`config.mk`:
```
export PLATFORM = sky130hd
export DESIGN_NAME = fspg_guard
export DESIGN_NICKNAME = d
export VERILOG_FILES = /design/src/fspg_pkg.sv /design/src/fspg_sector_if.sv /design/src/fspg_sector_dec.sv /design/src/fspg_guard.sv
export SDC_FILE = /design/constraint.sdc
export NUM_CORES = 1
export LEC_CHECK = 0
export BUFFER_PORTS_ARGS = -buffer_cell sky130_fd_sc_hd__buf_2
export CAP_MARGIN = 20
export CELL_PAD_IN_SITES_DETAIL_PLACEMENT = 1
export CELL_PAD_IN_SITES_GLOBAL_PLACEMENT = 2
export CORE_MARGIN = 2
export CORE_UTILIZATION = 34
export CTS_CLUSTER_DIAMETER = 150
export DETAILED_ROUTE_END_ITERATION = 10
export PLACE_DENSITY = 0.91
export SYNTH_ARGS = -nofsm -noshare
export SYNTH_HDL_FRONTEND = slang
export SYNTH_SLANG_ARGS = --single-unit
```
`constraint.sdc`:
```
create_clock -name SYS_CLK -period 5.3 [get_ports SYS_CLK]
set_clock_uncertainty 0.1 [all_clocks]
set_input_delay 1.06 -clock SYS_CLK [delete_from_list [all_inputs] [get_ports SYS_CLK]]
set_output_delay 1.06 -clock SYS_CLK [all_outputs]
set_load 0.01 [all_outputs]
```
`src/fspg_pkg.sv`:
```
// Package with the sector map, modes and timing constants of the flash sector guard.
package fspg_pkg;
	localparam int ADDR_W = 16;
	localparam logic [15:0] SECTOR0_BASE = 16'hF000;
	localparam logic [15:0] SECTOR0_TOP = 16'hFFFF;
	localparam logic [15:0] SECTOR1_BASE = 16'hE000;
	localparam logic [16:0] SIZE_4K = 17'h01000;
	localparam logic [16:0] SIZE_8K = 17'h02000;
	localparam logic [16:0] SIZE_DEFAULT = 17'h10000;
	localparam logic [7:0] KEY1 = 8'h56;
	localparam logic [7:0] KEY2 = 8'hAE;
	localparam int OP_TIME_US = 10;
	localparam int CLK_MHZ = 20;
	localparam int OP_CYCLES = OP_TIME_US * CLK_MHZ;
	localparam logic [7:0] OP_CNT = 8'(OP_CYCLES - 1);
	typedef enum logic [1:0]
	{
		MODE_TOOL = 2'b00,
		MODE_ICP = 2'b01,
		MODE_IAP = 2'b10
	} fspg_mode_e;
	typedef enum logic [1:0]
	{
		CMD_PROG = 2'b00,
		CMD_SECT_ERASE = 2'b01,
		CMD_BULK_ERASE = 2'b10,
		CMD_OPT_PROG = 2'b11
	} fspg_cmd_e;
	typedef enum logic [2:0]
	{
		ST_LOCKED = 3'b000,
		ST_KEY1 = 3'b001,
		ST_ARMED = 3'b010,
		ST_BUSY = 3'b011,
		ST_DONE = 3'b100
	} fspg_state_e;
endpackage

```
`src/fspg_sector_if.sv`:
```
// Interface carrying an address into the sector decoder and the decoded sector back.
`timescale 1ns/1ns
interface fspg_sector_if;
	logic [15:0] addr;
	logic [16:0] flash_size;
	logic [1:0] sector;
	logic valid;
	modport dec (input addr, input flash_size, output sector, output valid);
	modport user (output addr, output flash_size, input sector, input valid);
endinterface

```
`src/fspg_sector_dec.sv`:
```
// Sector decoder: maps an address to its sector for the configured array size.
`timescale 1ns/1ns
module fspg_sector_dec
(
	fspg_sector_if.dec s // Address in, sector out.
);
	logic [16:0] low_base;
	always_comb
	begin
		// The largest array fills the whole address space, so its size is also the space's end.
		low_base = fspg_pkg::SIZE_DEFAULT - s.flash_size;
		s.sector = 2'h0;
		s.valid = 1'b0;
		if (s.addr >= fspg_pkg::SECTOR0_BASE)
		begin
			s.sector = 2'h0;
			s.valid = 1'b1;
		end
		else if (s.addr >= fspg_pkg::SECTOR1_BASE)
		begin
			s.sector = 2'h1;
			s.valid = (s.flash_size > fspg_pkg::SIZE_4K);
		end
		else
		begin
			s.sector = 2'h2;
			s.valid = (s.flash_size > fspg_pkg::SIZE_8K) && ({1'b0, s.addr} >= low_base);
		end
	end
endmodule

```
`src/fspg_guard.sv`:
```
// Flash sector program guard: key unlock, mode permission check and operation sequencing.
// Summary of operation
// - Erase either the whole array or one selected sector.
// - Program one byte per operation, needing the external programming supply.
// - Erasing or programming one sector leaves other sectors untouched.
// - In programming tool mode all sectors and option bytes are writable.
// - In in-circuit mode all sectors and option bytes are writable on board.
// - In in-application mode all sectors except sector 0 are writable.
// - A key sequence must precede any program or erase operation.
// - Up to three user sectors, each erasable independently.
// - The two top sectors are fixed at 4 Kbytes.
// - Sector 0 spans F000h to FFFFh and holds the vectors.
// - 4K has sector 0, 8K sectors 0 and 1, larger all three.
`timescale 1ns/1ns
module fspg_guard
(
	input wire logic SYS_CLK, // 20 MHz clock.
	input wire logic RSTN, // Asynchronous reset, active low.
	input wire logic [1:0] MODE, // Programming mode, fspg_mode_e coding.
	input wire logic [16:0] FLASH_SIZE, // Array size in bytes.
	input wire logic VPP_OK, // External programming supply present, from a pin.
	input wire logic KEY_WR, // Key byte write strobe.
	input wire logic [7:0] KEY_DATA, // Key byte.
	input wire logic REQ, // Operation request strobe.
	input wire logic [1:0] CMD, // Operation, fspg_cmd_e coding.
	input wire logic [15:0] ADDR, // Target address, or a sector address for erase.
	input wire logic [7:0] WDATA, // Byte to program.
	output logic ACK, // Request accepted, one cycle.
	output logic REFUSED, // Request refused, one cycle.
	output logic BUSY, // Operation in progress.
	output logic DONE, // Operation finished, one cycle.
	output logic ARR_PROG, // Array byte program strobe.
	output logic ARR_SECT_ERASE, // Array sector erase strobe.
	output logic ARR_BULK_ERASE, // Array bulk erase strobe.
	output logic ARR_OPT_PROG, // Option byte program strobe.
	output logic [15:0] ARR_ADDR, // Array address.
	output logic [1:0] ARR_SECTOR, // Sector selected for erase.
	output logic [7:0] ARR_WDATA // Array program data.
);
	// Every register of the guard lives in this one struct so reset and update stay in step.
	typedef struct packed
	{
		fspg_pkg::fspg_state_e st;
		logic [7:0] cnt;
		logic vpp_m;
		logic vpp_s;
		logic ack;
		logic refused;
		logic done;
		logic prog;
		logic serase;
		logic berase;
		logic oprog;
		logic [15:0] addr;
		logic [1:0] sector;
		logic [7:0] wdata;
	} fspg_state_s;
	fspg_state_s r_q;
	fspg_state_s r_d;
	logic req_ok;

	// The decoder looks at the live address, so its answer is ready in the request cycle.
	fspg_sector_if sif ();
	assign sif.addr = ADDR;
	assign sif.flash_size = FLASH_SIZE;
	fspg_sector_dec u_dec
	(
		.s(sif)
	);

	// Program and sector erase act on one sector, so only they depend on the address decode.
	function automatic logic is_sector_cmd(input logic [1:0] cmd);
		return (cmd == fspg_pkg::CMD_PROG) || (cmd == fspg_pkg::CMD_SECT_ERASE);
	endfunction

	// Whole-array and option operations would reach the vector sector, so they count as sector 0.
	function automatic logic touches_sector0(input logic [1:0] cmd, input logic [1:0] sector);
		return !is_sector_cmd(cmd) || (sector == 2'h0);
	endfunction

	// Sector 0 and option bytes are only writable from the tool or in-circuit modes.
	function automatic logic allowed(input logic [1:0] mode, input logic [1:0] cmd,
		input logic [1:0] sector, input logic valid);
		logic ok;
		ok = 1'b0;
		case (mode)
			fspg_pkg::MODE_TOOL:
				ok = 1'b1;
			fspg_pkg::MODE_ICP:
				ok = 1'b1;
			fspg_pkg::MODE_IAP:
				ok = !touches_sector0(cmd, sector);
			default:
				ok = 1'b0;
		endcase
		if (is_sector_cmd(cmd))
			ok = ok && valid;
		return ok;
	endfunction

	// Only the second stage of the supply synchroniser is read; the first may be metastable.
	assign req_ok = r_q.vpp_s && allowed(MODE, CMD, sif.sector, sif.valid);

	always_comb
	begin
		r_d = r_q;
		r_d.vpp_m = VPP_OK;
		r_d.vpp_s = r_q.vpp_m;
		r_d.ack = 1'b0;
		r_d.refused = 1'b0;
		r_d.done = 1'b0;
		r_d.prog = 1'b0;
		r_d.serase = 1'b0;
		r_d.berase = 1'b0;
		r_d.oprog = 1'b0;

		case (r_q.st)
			fspg_pkg::ST_LOCKED:
			begin
				// A request before the keys is refused; this is what stops stray writes.
				if (REQ)
					r_d.refused = 1'b1;
				else if (KEY_WR && KEY_DATA == fspg_pkg::KEY1)
					r_d.st = fspg_pkg::ST_KEY1;
			end
			fspg_pkg::ST_KEY1:
			begin
				if (REQ)
				begin
					r_d.refused = 1'b1;
					r_d.st = fspg_pkg::ST_LOCKED;
				end
				else if (KEY_WR)
				begin
					if (KEY_DATA == fspg_pkg::KEY2)
						r_d.st = fspg_pkg::ST_ARMED;
					else
						r_d.st = fspg_pkg::ST_LOCKED;
				end
			end
			fspg_pkg::ST_ARMED:
			begin
				// A key write while armed is taken as a stray access and relocks.
				if (KEY_WR)
					r_d.st = fspg_pkg::ST_LOCKED;
				else if (REQ)
				begin
					// The guard relocks after every request so a runaway loop gets one shot.
					r_d.st = fspg_pkg::ST_LOCKED;
					if (req_ok)
					begin
						r_d.ack = 1'b1;
						r_d.st = fspg_pkg::ST_BUSY;
						r_d.cnt = fspg_pkg::OP_CNT;
						r_d.addr = ADDR;
						r_d.sector = sif.sector;
						r_d.wdata = WDATA;
						case (CMD)
							fspg_pkg::CMD_PROG:
								r_d.prog = 1'b1;
							fspg_pkg::CMD_SECT_ERASE:
								r_d.serase = 1'b1;
							fspg_pkg::CMD_BULK_ERASE:
								r_d.berase = 1'b1;
							fspg_pkg::CMD_OPT_PROG:
								r_d.oprog = 1'b1;
							default:
								r_d.prog = 1'b0;
						endcase
					end
					else
						// A refused request raises no strobe, so the array is left untouched.
						r_d.refused = 1'b1;
				end
			end
			fspg_pkg::ST_BUSY:
			begin
				// The counter stands in for the array's own program or erase time.
				if (REQ)
					r_d.refused = 1'b1;
				if (r_q.cnt == 8'h00)
					r_d.st = fspg_pkg::ST_DONE;
				else
					r_d.cnt = r_q.cnt - 8'h01;
			end
			fspg_pkg::ST_DONE:
			begin
				// One cycle here sets the done pulse, which shows in the first locked cycle, when keys can already be taken again.
				if (REQ)
					r_d.refused = 1'b1;
				r_d.done = 1'b1;
				r_d.st = fspg_pkg::ST_LOCKED;
			end
			default:
				r_d.st = fspg_pkg::ST_LOCKED;
		endcase
	end

	// Reset clears every field, which leaves the guard locked with all strobes low.
	always_ff @(posedge SYS_CLK or negedge RSTN)
	begin
		if (!RSTN)
			r_q <= '0;
		else
			r_q <= r_d;
	end

	// Outputs come straight from the state register, except BUSY, which is decoded from the state field.
	assign ACK = r_q.ack;
	assign REFUSED = r_q.refused;
	assign BUSY = (r_q.st == fspg_pkg::ST_BUSY);
	assign DONE = r_q.done;
	assign ARR_PROG = r_q.prog;
	assign ARR_SECT_ERASE = r_q.serase;
	assign ARR_BULK_ERASE = r_q.berase;
	assign ARR_OPT_PROG = r_q.oprog;
	assign ARR_ADDR = r_q.addr;
	assign ARR_SECTOR = r_q.sector;
	assign ARR_WDATA = r_q.wdata;
endmodule

```
# Word-level counts from Yosys, hierarchy flattened
# Cells that the tools add are included.
# word_totals
output_inout_bits	34
wordCells	96
regBits	46
# op_classes
bitwise_logic	1
n_addsub	2
order_cmp	5
reduce_logical	19
mux	35
n_eq_ne	20
# op_table
op	count
$mux 30	4
$ge 16x16->1 const B	2
$mux 3	6
$ge 16x17->1	1
$gt 17x13->1 const B	1
$gt 17x14->1 const B	1
$sub 17x17->17 const A	1
$mux 8	2
$pmux 8 s2	1
$mux 1	12
$ne 2x2->1 const B	6
$pmux 3 s4	1
$mux 11	1
$mux 10	1
$mux 2	5
$reduce_and 5->1	2
$eq 8x7->1 const B	1
$eq 8x8->1 const B	1
$logic_not 8->1	1
$sub 8x1->8 const B	1
$eq 2x2->1 const B	3
$eq 3x2->1 const B	2
$logic_not 2->1	3
$ne 3x3->1 const B	2
other kinds (14)	21

# Logic depth before layout (Yosys ltp)
# Gate-level depths: netlist (run 1).
# depth
depth_word	14
mapped_depth	15
ltp_nobuf	14

# Modules after synthesis
# From an unflattened synthesis (run 1), not the netlist that was laid out.
# unflattened
cells_unflattened	331
hier_area_um2	2936.6
# modules_own_cells
mod	area_per_inst_um2	cells_per_inst	n_inst	seq_area_each_um2
fspg_guard	2247.2	242	1	1151.1
fspg_sector_dec	689.4	89	1	0.0

# Worst setup path before layout (run 1)
# No wires, ideal clock.
# synth_path
kind	input-to-reg
from	in FLASH_SIZE[0]
to	reg r_q, in the netlist ARR_ADDR[0]
path_buffers	1
required_time_ns	5.075
arrival_time_ns	3.607
setup_ns	0.125
stages	15
slack_ns	1.468
cell_sequence	inv_1 > ha_1 > nor3b_2 > nand4b_1 > nor3_1 > xor2_1 > ha_1 > nand3_1 > nor2_1 > o311ai_0 > o2111a_1 > nor2_2 > o21ai_2 > buf_6 > mux2_4
# synth_via
elab_chain_len	9
elab_cells_between_ends	11
cone_classes	add/sub: 1; order compare: 3; mux: 3; reduce/logical: 4
# synth_lines
element	line	source
start, declared	fspg_guard.sv:20	input wire logic [16:0] FLASH_SIZE,
$sub 17x17->17	fspg_sector_dec.sv:11	low_base = fspg_pkg::SIZE_DEFAULT - s.flash_size;
$ge 16x17->1	fspg_sector_dec.sv:27	s.valid = (s.flash_size > fspg_pkg::SIZE_8K) && ({1'b0, s.addr} >= low_base);
$logic_and 1x1->1	fspg_sector_dec.sv:27	
$mux 1 *	fspg_sector_dec.sv:19	else if (s.addr >= fspg_pkg::SECTOR1_BASE)
$mux 1 *	fspg_sector_dec.sv:14	if (s.addr >= fspg_pkg::SECTOR0_BASE)
$logic_and 1x1->1 *	fspg_guard.sv:97	ok = ok && valid;
$mux 1 *	fspg_guard.sv:96	if (is_sector_cmd(cmd))
$logic_and 1x1->1 *	fspg_guard.sv:102	assign req_ok = r_q.vpp_s && allowed(MODE, CMD, sif.sector, sif.valid);
$reduce_and 4->1 (no line) *	--	
end signal, assigned	fspg_guard.sv:205	r_q <= r_d;
end, declared	fspg_guard.sv:58	fspg_state_s r_q;
# Mark *: on every way between the ends. The rest lies on a longest branch, timed or not.
# A chain may end at the register's enable or synchronous reset.

# Worst setup path after layout (run 1)
# layout_path
from	in FLASH_SIZE[0]
to	reg r_q, in the netlist ARR_WDATA[3]
# The elaborated chain is that of the path after synthesis.

==> results.py, run 1 <==
metrics = {
    "outcome": {
        "outcome": "finished, final reports clean",
    },
    "sta": {
        "worst_pin_slew_ns": 0.7475,
        "maxSlewHeadroom_pct": 49.94,
        "fmax_mhz": 233.2,
        "finalCriticalPeriod_ns": 4.288,
        "setup_viol": 0,
        "post-route-period-util_pct": 80.90,
        "hold_violations": 0,
        "hold_slack_ns": 0.2738,
        "tns_ns": 0,
        "slew_violations": 0,
        "rsz0062_at_grt": "no",
    },
    "worst_setup_path": {
        "crit_top_cell": "ha_1",
        "cp-start-kind": "primary input",
        "cpPeakStageDelay_ns": 0.43,
        "cp.buffers_inverters": 3,
        "slowest_stage": "o21ai_4",
        "crit_required_ns": 5.39,
        "worstPathMaxFanout": 31,
        "cpLargestDelayFamily": "simple AND/OR/NAND/NOR gates",
        "crit_chain": "buf_2, inv_1, ha_1, nor3b_2, nand4b_1, nor3_1, xor2_1, ha_1, nand3_1, nor2_1, o311ai_0, o2111a_1, nor2_2, o21ai_4, buf_12, mux2_4",
        "path_class": "primary input to flop",
        "crit_arrival_ns": 4.38,
        "crit_path_end_kind": "flop",
    },
    "finish": {
        "multiInputGateArea_mm2": 0.001541,
        "antenna_cells": 0,
        "finish.net_count": 419,
        "fin_area_mm2": 0.003448,
        "n_fill_cell": 1010,
        "seqCellArea_mm2": 0.001151,
        "drive_gt1_share_pct": 39.07,
        "synthToLayoutAreaGrowth_pct": 16.34,
    },
    "yosys": {
        "avgSynthCellArea_um2": 10.82,
        "synthCells": 274,
        "syn_nets": 351,
        "synthFlopType": "dfrtp_1",
        "async_reset_ff_share_pct": 100.0,
        "synth_edf_count": 0,
        "ys_ff_latch": 46,
        "ys_seq_area_share_pct": 38.83,
        "yosys_warnings": 0,
        "synth_cell_types": 51,
        "syn-cell-area_mm2": 0.002964,
    },
    "clock_network": {
        "cts-htree-levels": 2,
        "cts_setup_buffers": 0,
        "clk_path_buf_depth": 2,
        "cts_sinks": 46,
        "clock_tree.root_cell": "clkbuf_8",
        "clk_latency_ns": 0.30,
        "postCtsResizedCells": 0,
        "numCtsBuffers": 5,
        "cts_tree": "done",
        "clkTransAtPathRegs_ns": 0.09,
        "postCtsHoldBufs": 0,
    },
    "place": {
        "place.gp.congestion": 0.8179,
        "placed_cell_area_mm2": 0.003341,
        "hpwl_um": 5461,
        "numPortBuffers": 91,
    },
    "detailed_routing": {
        "wl_um": 6635,
        "drt_iter0_drc": 41,
        "drcViolationCount": 0,
        "firstDrtPassIters": 4,
        "drt-vias-per-instance": 4.896,
        "avgRoutedWirePerCell_um": 14.71,
        "antenna_left": 0,
        "vias": 2208,
    },
    "global_route": {
        "grt_max_degree": 47,
        "grt_pass1_vias": 2405,
        "grt_pass1_wl_um": 11360,
        "track_usage_pct": 14.25,
        "grt_overflow": 0,
        "antenna_found_initial": 0,
    },
    "flow_run": {
        "maxCapViolCount": 0,
    },
    "die": {
        "die_w_um": 97.37,
        "coreArea_mm2": 0.008593,
        "ioPinCount": 92,
        "fp.dieArea_mm2": 0.009481,
        "die_y_um": 97.37,
        "rows": 34,
        "initial_core_util_pct": 34.49,
    },
    "power": {
        "pwr_density_cell_mw_per_mm2": 189.6,
        "leakage_nw": 1.839,
        "ir_drop_mv": 0.1047,
    },
    "min_path": {
        "hold_class": "flop to flop",
    },
}
-- state kept, by name, summed over array words and instances (netlist names) --
| name | count |
|---|---|
| ARR_ADDR | 16 |
| r_q | 12 |
| ARR_WDATA | 8 |
| ARR_SECTOR | 2 |
| ACK | 1 |
| ARR_BULK_ERASE | 1 |
| ARR_OPT_PROG | 1 |
| ARR_PROG | 1 |
| ARR_SECT_ERASE | 1 |
| DONE | 1 |
| REFUSED | 1 |
| r_d | 1 |
-- worst paths after layout --
path | start | to | slack (ns) | cells after the start
max reg2reg | r_q[43] | ARR_WDATA[3] | 2.64 | 7
max in group asynchronous | RSTN | ARR_SECT_ERASE | 4.19 | 2
min in group asynchronous | RSTN | DONE | 0.48 | 1
max | FLASH_SIZE[0] | ARR_WDATA[3] | 1.01 | 16
min | r_d[33] | r_q[33] | 0.27 | 0
min reg2reg | r_d[33] | r_q[33] | 0.27 | 0
-- layer usage --
| metal | vias up | track usage, % | routed length, um |
|---|---|---|---|
| li1 | 1077 | - | - |
| met1 | 1071 | 17.28 | 2894 |
| met2 | 54 | 26.42 | 3388 |
| met3 | 6 | 2.302 | 291 |
| met4 | 0 | 3.098 | 61 |
| met5 | - | 0 | 0 |
-- power breakdown --
part	internal [mW]	switching (mW)
sequential	0.352	0.000578
clock	0.0929	0.120
combinational	0.0393	0.0491
-- stage by stage --
stage                     setup slack [ns]  utilization (%)  std cells  power, mW
after floorplan                      1.468                -        274     0.3964
after global placement              0.8539            38.88        442     0.4458
after detailed placement            0.6516            38.88        442     0.4486
after CTS                           0.9719            39.90        450     0.6641
after global routing                0.7807            40.13        451     0.6897
final                                1.012            40.13        451     0.6537
-- cells in the final DEF, fill, tap and decap left out, types with 3 or more instances in the layout --
| cell | instances |
|---|---|
| nor2_1 | 19 |
| buf_2 | 91 |
| mux2_4 | 26 |
| and2_1 | 5 |
| a21oi_1 | 8 |
| nand2_1 | 16 |
| xnor2_1 | 10 |
| nor3b_1 | 3 |
| nand3b_1 | 3 |
| a22oi_1 | 3 |
| clkbuf_8 | 5 |
| nand2b_1 | 3 |
| nand3_1 | 9 |
| xor2_1 | 10 |
| nor3_1 | 10 |
| o21ai_0 | 5 |
| ha_1 | 19 |
| dfrtp_1 | 46 |
| nor4_1 | 3 |
| inv_1 | 10 |
-- cell families (layout without fill, tap and decap cells) --
kind of cell	after synthesis	in the layout	share of synthesized area, %
XOR/XNOR	20	20	5.909
AND/OR/NAND/NOR	86	86	16.21
AO/OA/AOI/OAI	34	34	8.105
buffers and inverters	42	111	9.413
adder cells (fa/ha/maj)	20	20	8.358
flip-flops	46	46	38.83
multiplexers	26	26	13.17
-- layout make-up --
| cell class | count | area share (%) |
|---|---|---|
| sequential | 46 | 33.38 |
| clock inverter | 3 | 0.5443 |
| tap | 108 | 3.919 |
| clock buffer | 5 | 1.996 |
| timing repair buffer | 93 | 14.37 |
| multi-input combinational | 186 | 44.70 |
| inverter | 10 | 1.089 |
-- Yosys cell counts (3+ instances only) --
library cell  instances  area [um2]
a21oi_1               8       40.04
a22oi_1               3       22.52
and2_1                5       31.28
buf_4                26       195.2
buf_6                 3       33.78
dfrtp_1              46        1151
ha_1                 19       237.7
inv_1                10       37.54
mux2_4               26       390.4
nand2_1              16       60.06
nand2b_1              3       18.77
nand3_1               9       45.04
nand3b_1              3       22.52
nor2_1               19       71.32
nor3_1               10       50.05
nor3b_1               3       22.52
nor4_1                3       18.77
o21ai_0               5       25.02
xnor2_1              10       87.58
xor2_1               10       87.58
Note: power is estimated with default switching activity, not from simulation.
==> run 2, diff against run 1 <==
--- a/config.mk
+++ b/config.mk
@@ -10,10 +10,10 @@
 export CELL_PAD_IN_SITES_DETAIL_PLACEMENT = 1
 export CELL_PAD_IN_SITES_GLOBAL_PLACEMENT = 2
 export CORE_MARGIN = 2
-export CORE_UTILIZATION = 34
+export CORE_UTILIZATION = 32
 export CTS_CLUSTER_DIAMETER = 150
 export DETAILED_ROUTE_END_ITERATION = 10
-export PLACE_DENSITY = 0.91
+export PLACE_DENSITY = 0.87
 export SYNTH_ARGS = -nofsm -noshare
 export SYNTH_HDL_FRONTEND = slang
 export SYNTH_SLANG_ARGS = --single-unit
==> constraint.sdc (replaced) <==
create_clock -name SYS_CLK -period 4.1 [get_ports SYS_CLK]
set_clock_uncertainty 0.1 [all_clocks]
set_input_delay 0.82 -clock SYS_CLK [delete_from_list [all_inputs] [get_ports SYS_CLK]]
set_output_delay 0.82 -clock SYS_CLK [all_outputs]
set_load 0.01 [all_outputs]
==> run 2 against run 1 <==
Worst setup slack got worse by 0.56 ns. Critical path depth fell by 2. Clock-buffer cell count rose by 2. Global-route usage fell by 0.34 points. Largest power group unchanged. Critical path type unchanged. Power rose by 35%.
==> results.py, run 2 (synthesis gave the netlist of run 1 again) <==
metrics = {
    "sta": {
        "setup_viol": 0,
        "rsz0062_at_grt": "no",
        "slew_violations": 0,
        "maxSlewHeadroom_pct": 47.06,
        "fmax_mhz": 274.4,
        "post-route-period-util_pct": 88.89,
        "worst_pin_slew_ns": 0.7904,
        "finalCriticalPeriod_ns": 3.645,
        "tns_ns": 0,
        "hold_violations": 0,
    },
    "worst_setup_path": {
        "r2r_slack_ns": 1.59,
        "crit_path_end_kind": "flop",
        "r2r_start": "r_q[43]",
        "cp-start-kind": "primary input",
        "crit_required_ns": 4.19,
        "crit_arrival_ns": 3.73,
        "rr_worst_depth": 7,
        "path_class": "primary input to flop",
        "reg2reg_to": "ARR_ADDR[0]",
        "slowest_stage": "nor4_2",
        "worstPathMaxFanout": 10,
        "cpPeakStageDelay_ns": 0.49,
        "crit_chain": "buf_2, nor4_2, nand4_2, nor3_1, xor2_1, ha_1, nand3_1, nor2_1, o311ai_0, o2111a_1, nor2_2, o21ai_4, buf_4, mux2_4",
    },
    "global_route": {
        "grt_overflow": 0,
        "track_usage_pct": 13.91,
        "grt_pass1_wl_um": 11210,
        "grt_pass1_vias": 2328,
        "antenna_found_initial": 0,
        "grt_max_degree": 47,
    },
    "detailed_routing": {
        "wl_um": 6948,
        "drcViolationCount": 0,
        "vias": 2244,
        "avgRoutedWirePerCell_um": 15.20,
        "drt_iter0_drc": 38,
        "firstDrtPassIters": 2,
        "antenna_left": 0,
        "drt-vias-per-instance": 4.910,
    },
    "clock_network": {
        "cts_sinks": 46,
        "postCtsHoldBufs": 0,
        "clk_latency_ns": 0.30,
        "postCtsResizedCells": 0,
        "cts_setup_buffers": 0,
        "clkTransAtPathRegs_ns": 0.08,
        "cts_tree": "done",
        "clock_tree.root_cell": "clkbuf_8",
        "clk_path_buf_depth": 2,
        "numCtsBuffers": 5,
        "cts-htree-levels": 2,
    },
    "power": {
        "leakage_nw": 1.859,
        "ir_drop_mv": 0.1082,
        "pwr_density_cell_mw_per_mm2": 252.6,
    },
    "place": {
        "place.gp.congestion": 0.7985,
        "numPortBuffers": 91,
        "hpwl_um": 5618,
    },
    "finish": {
        "final_core_util_pct": 38.34,
        "largest_reg_flops": 16,
        "finish.net_count": 422,
        "layout_commonest_cell": "buf_2",
        "synthToLayoutAreaGrowth_pct": 17.81,
        "antenna_cells": 0,
        "layout_common_cells": "buf_2 (91), dfrtp_1 (46), mux2_4 (26)",
        "drive_gt1_share_pct": 39.60,
    },
    "min_path": {
        "hold_class": "primary input to async pin",
    },
    "outcome": {
        "outcome": "finished, final reports clean",
    },
    "die": {
        "die_y_um": 100.2,
        "rows": 35,
        "initial_core_util_pct": 32.54,
        "coreArea_mm2": 0.009109,
        "fp.dieArea_mm2": 0.01005,
        "ioPinCount": 92,
        "die_w_um": 100.2,
    },
    "flow_run": {
        "maxCapViolCount": 0,
    },
}
run 2: final cells by class:
| type | instances | area, um2 |
|---|---|---|
| clock buffer | 7 | 96.34 |
| clock inverter | 1 | 8.758 |
| fill | 1057 | 5617 |
| inverter | 10 | 37.54 |
| multi-input combinational | 186 | 1541 |
| sequential | 46 | 1151 |
| tap | 111 | 138.9 |
| timing repair buffer | 96 | 518.0 |
run 2: worst max-delay path, delay by kind of cell:
kind            cells  cell delay, ns
xor+xnor            1            0.20
compound gates      3            0.58
fa+ha+maj           1            0.27
buf+inv             2            0.36
mux                 1            0.31
simple gates        6            1.18
run 2: layer usage:
metal  track usage, %  share of wire [%]  up-vias
li1                 -                  -     1086
met1            17.32                 43     1098
met2            24.99                 52       53
met3            2.298                4.3        7
met4            3.477               0.94        0
met5                0                  0        -
run 2: worst max-delay path by stage:
stage                       start  slack [ns]           to
floorplan           FLASH_SIZE[0]        0.51  ARR_ADDR[0]
CTS                 FLASH_SIZE[1]        0.40  ARR_ADDR[0]
detailed placement  FLASH_SIZE[1]        0.08  ARR_ADDR[0]
global placement    FLASH_SIZE[1]        0.26  ARR_ADDR[3]
global route        FLASH_SIZE[1]        0.19  ARR_ADDR[0]
finish              FLASH_SIZE[1]        0.46  ARR_ADDR[0]
run 2: through the flow:
step	std cells	setup slack (ns)	hold WS [ns]	instance area (um2)	total power, mW
floorplan	274	0.5082	0.2312	2964	0.5125
global placement	448	0.2623	0.2336	3367	0.5777
detailed placement	448	0.08151	0.2365	3367	0.5812
CTS	456	0.4037	0.2577	3472	0.8972
global route	457	0.1923	0.2469	3492	0.9286
finish	457	0.4554	0.2538	3492	0.8822
run 2: where the power goes:
group | internal (mW) | switching [mW] | leakage [nW] | total [mW]
registers | 0.455 | 0.000735 | 0.609 | 0.456
logic | 0.0513 | 0.0654 | 1.19 | 0.117
clock network | 0.155 | 0.155 | 0.0544 | 0.310
total | 0.661 | 0.221 | 1.86 | 0.882
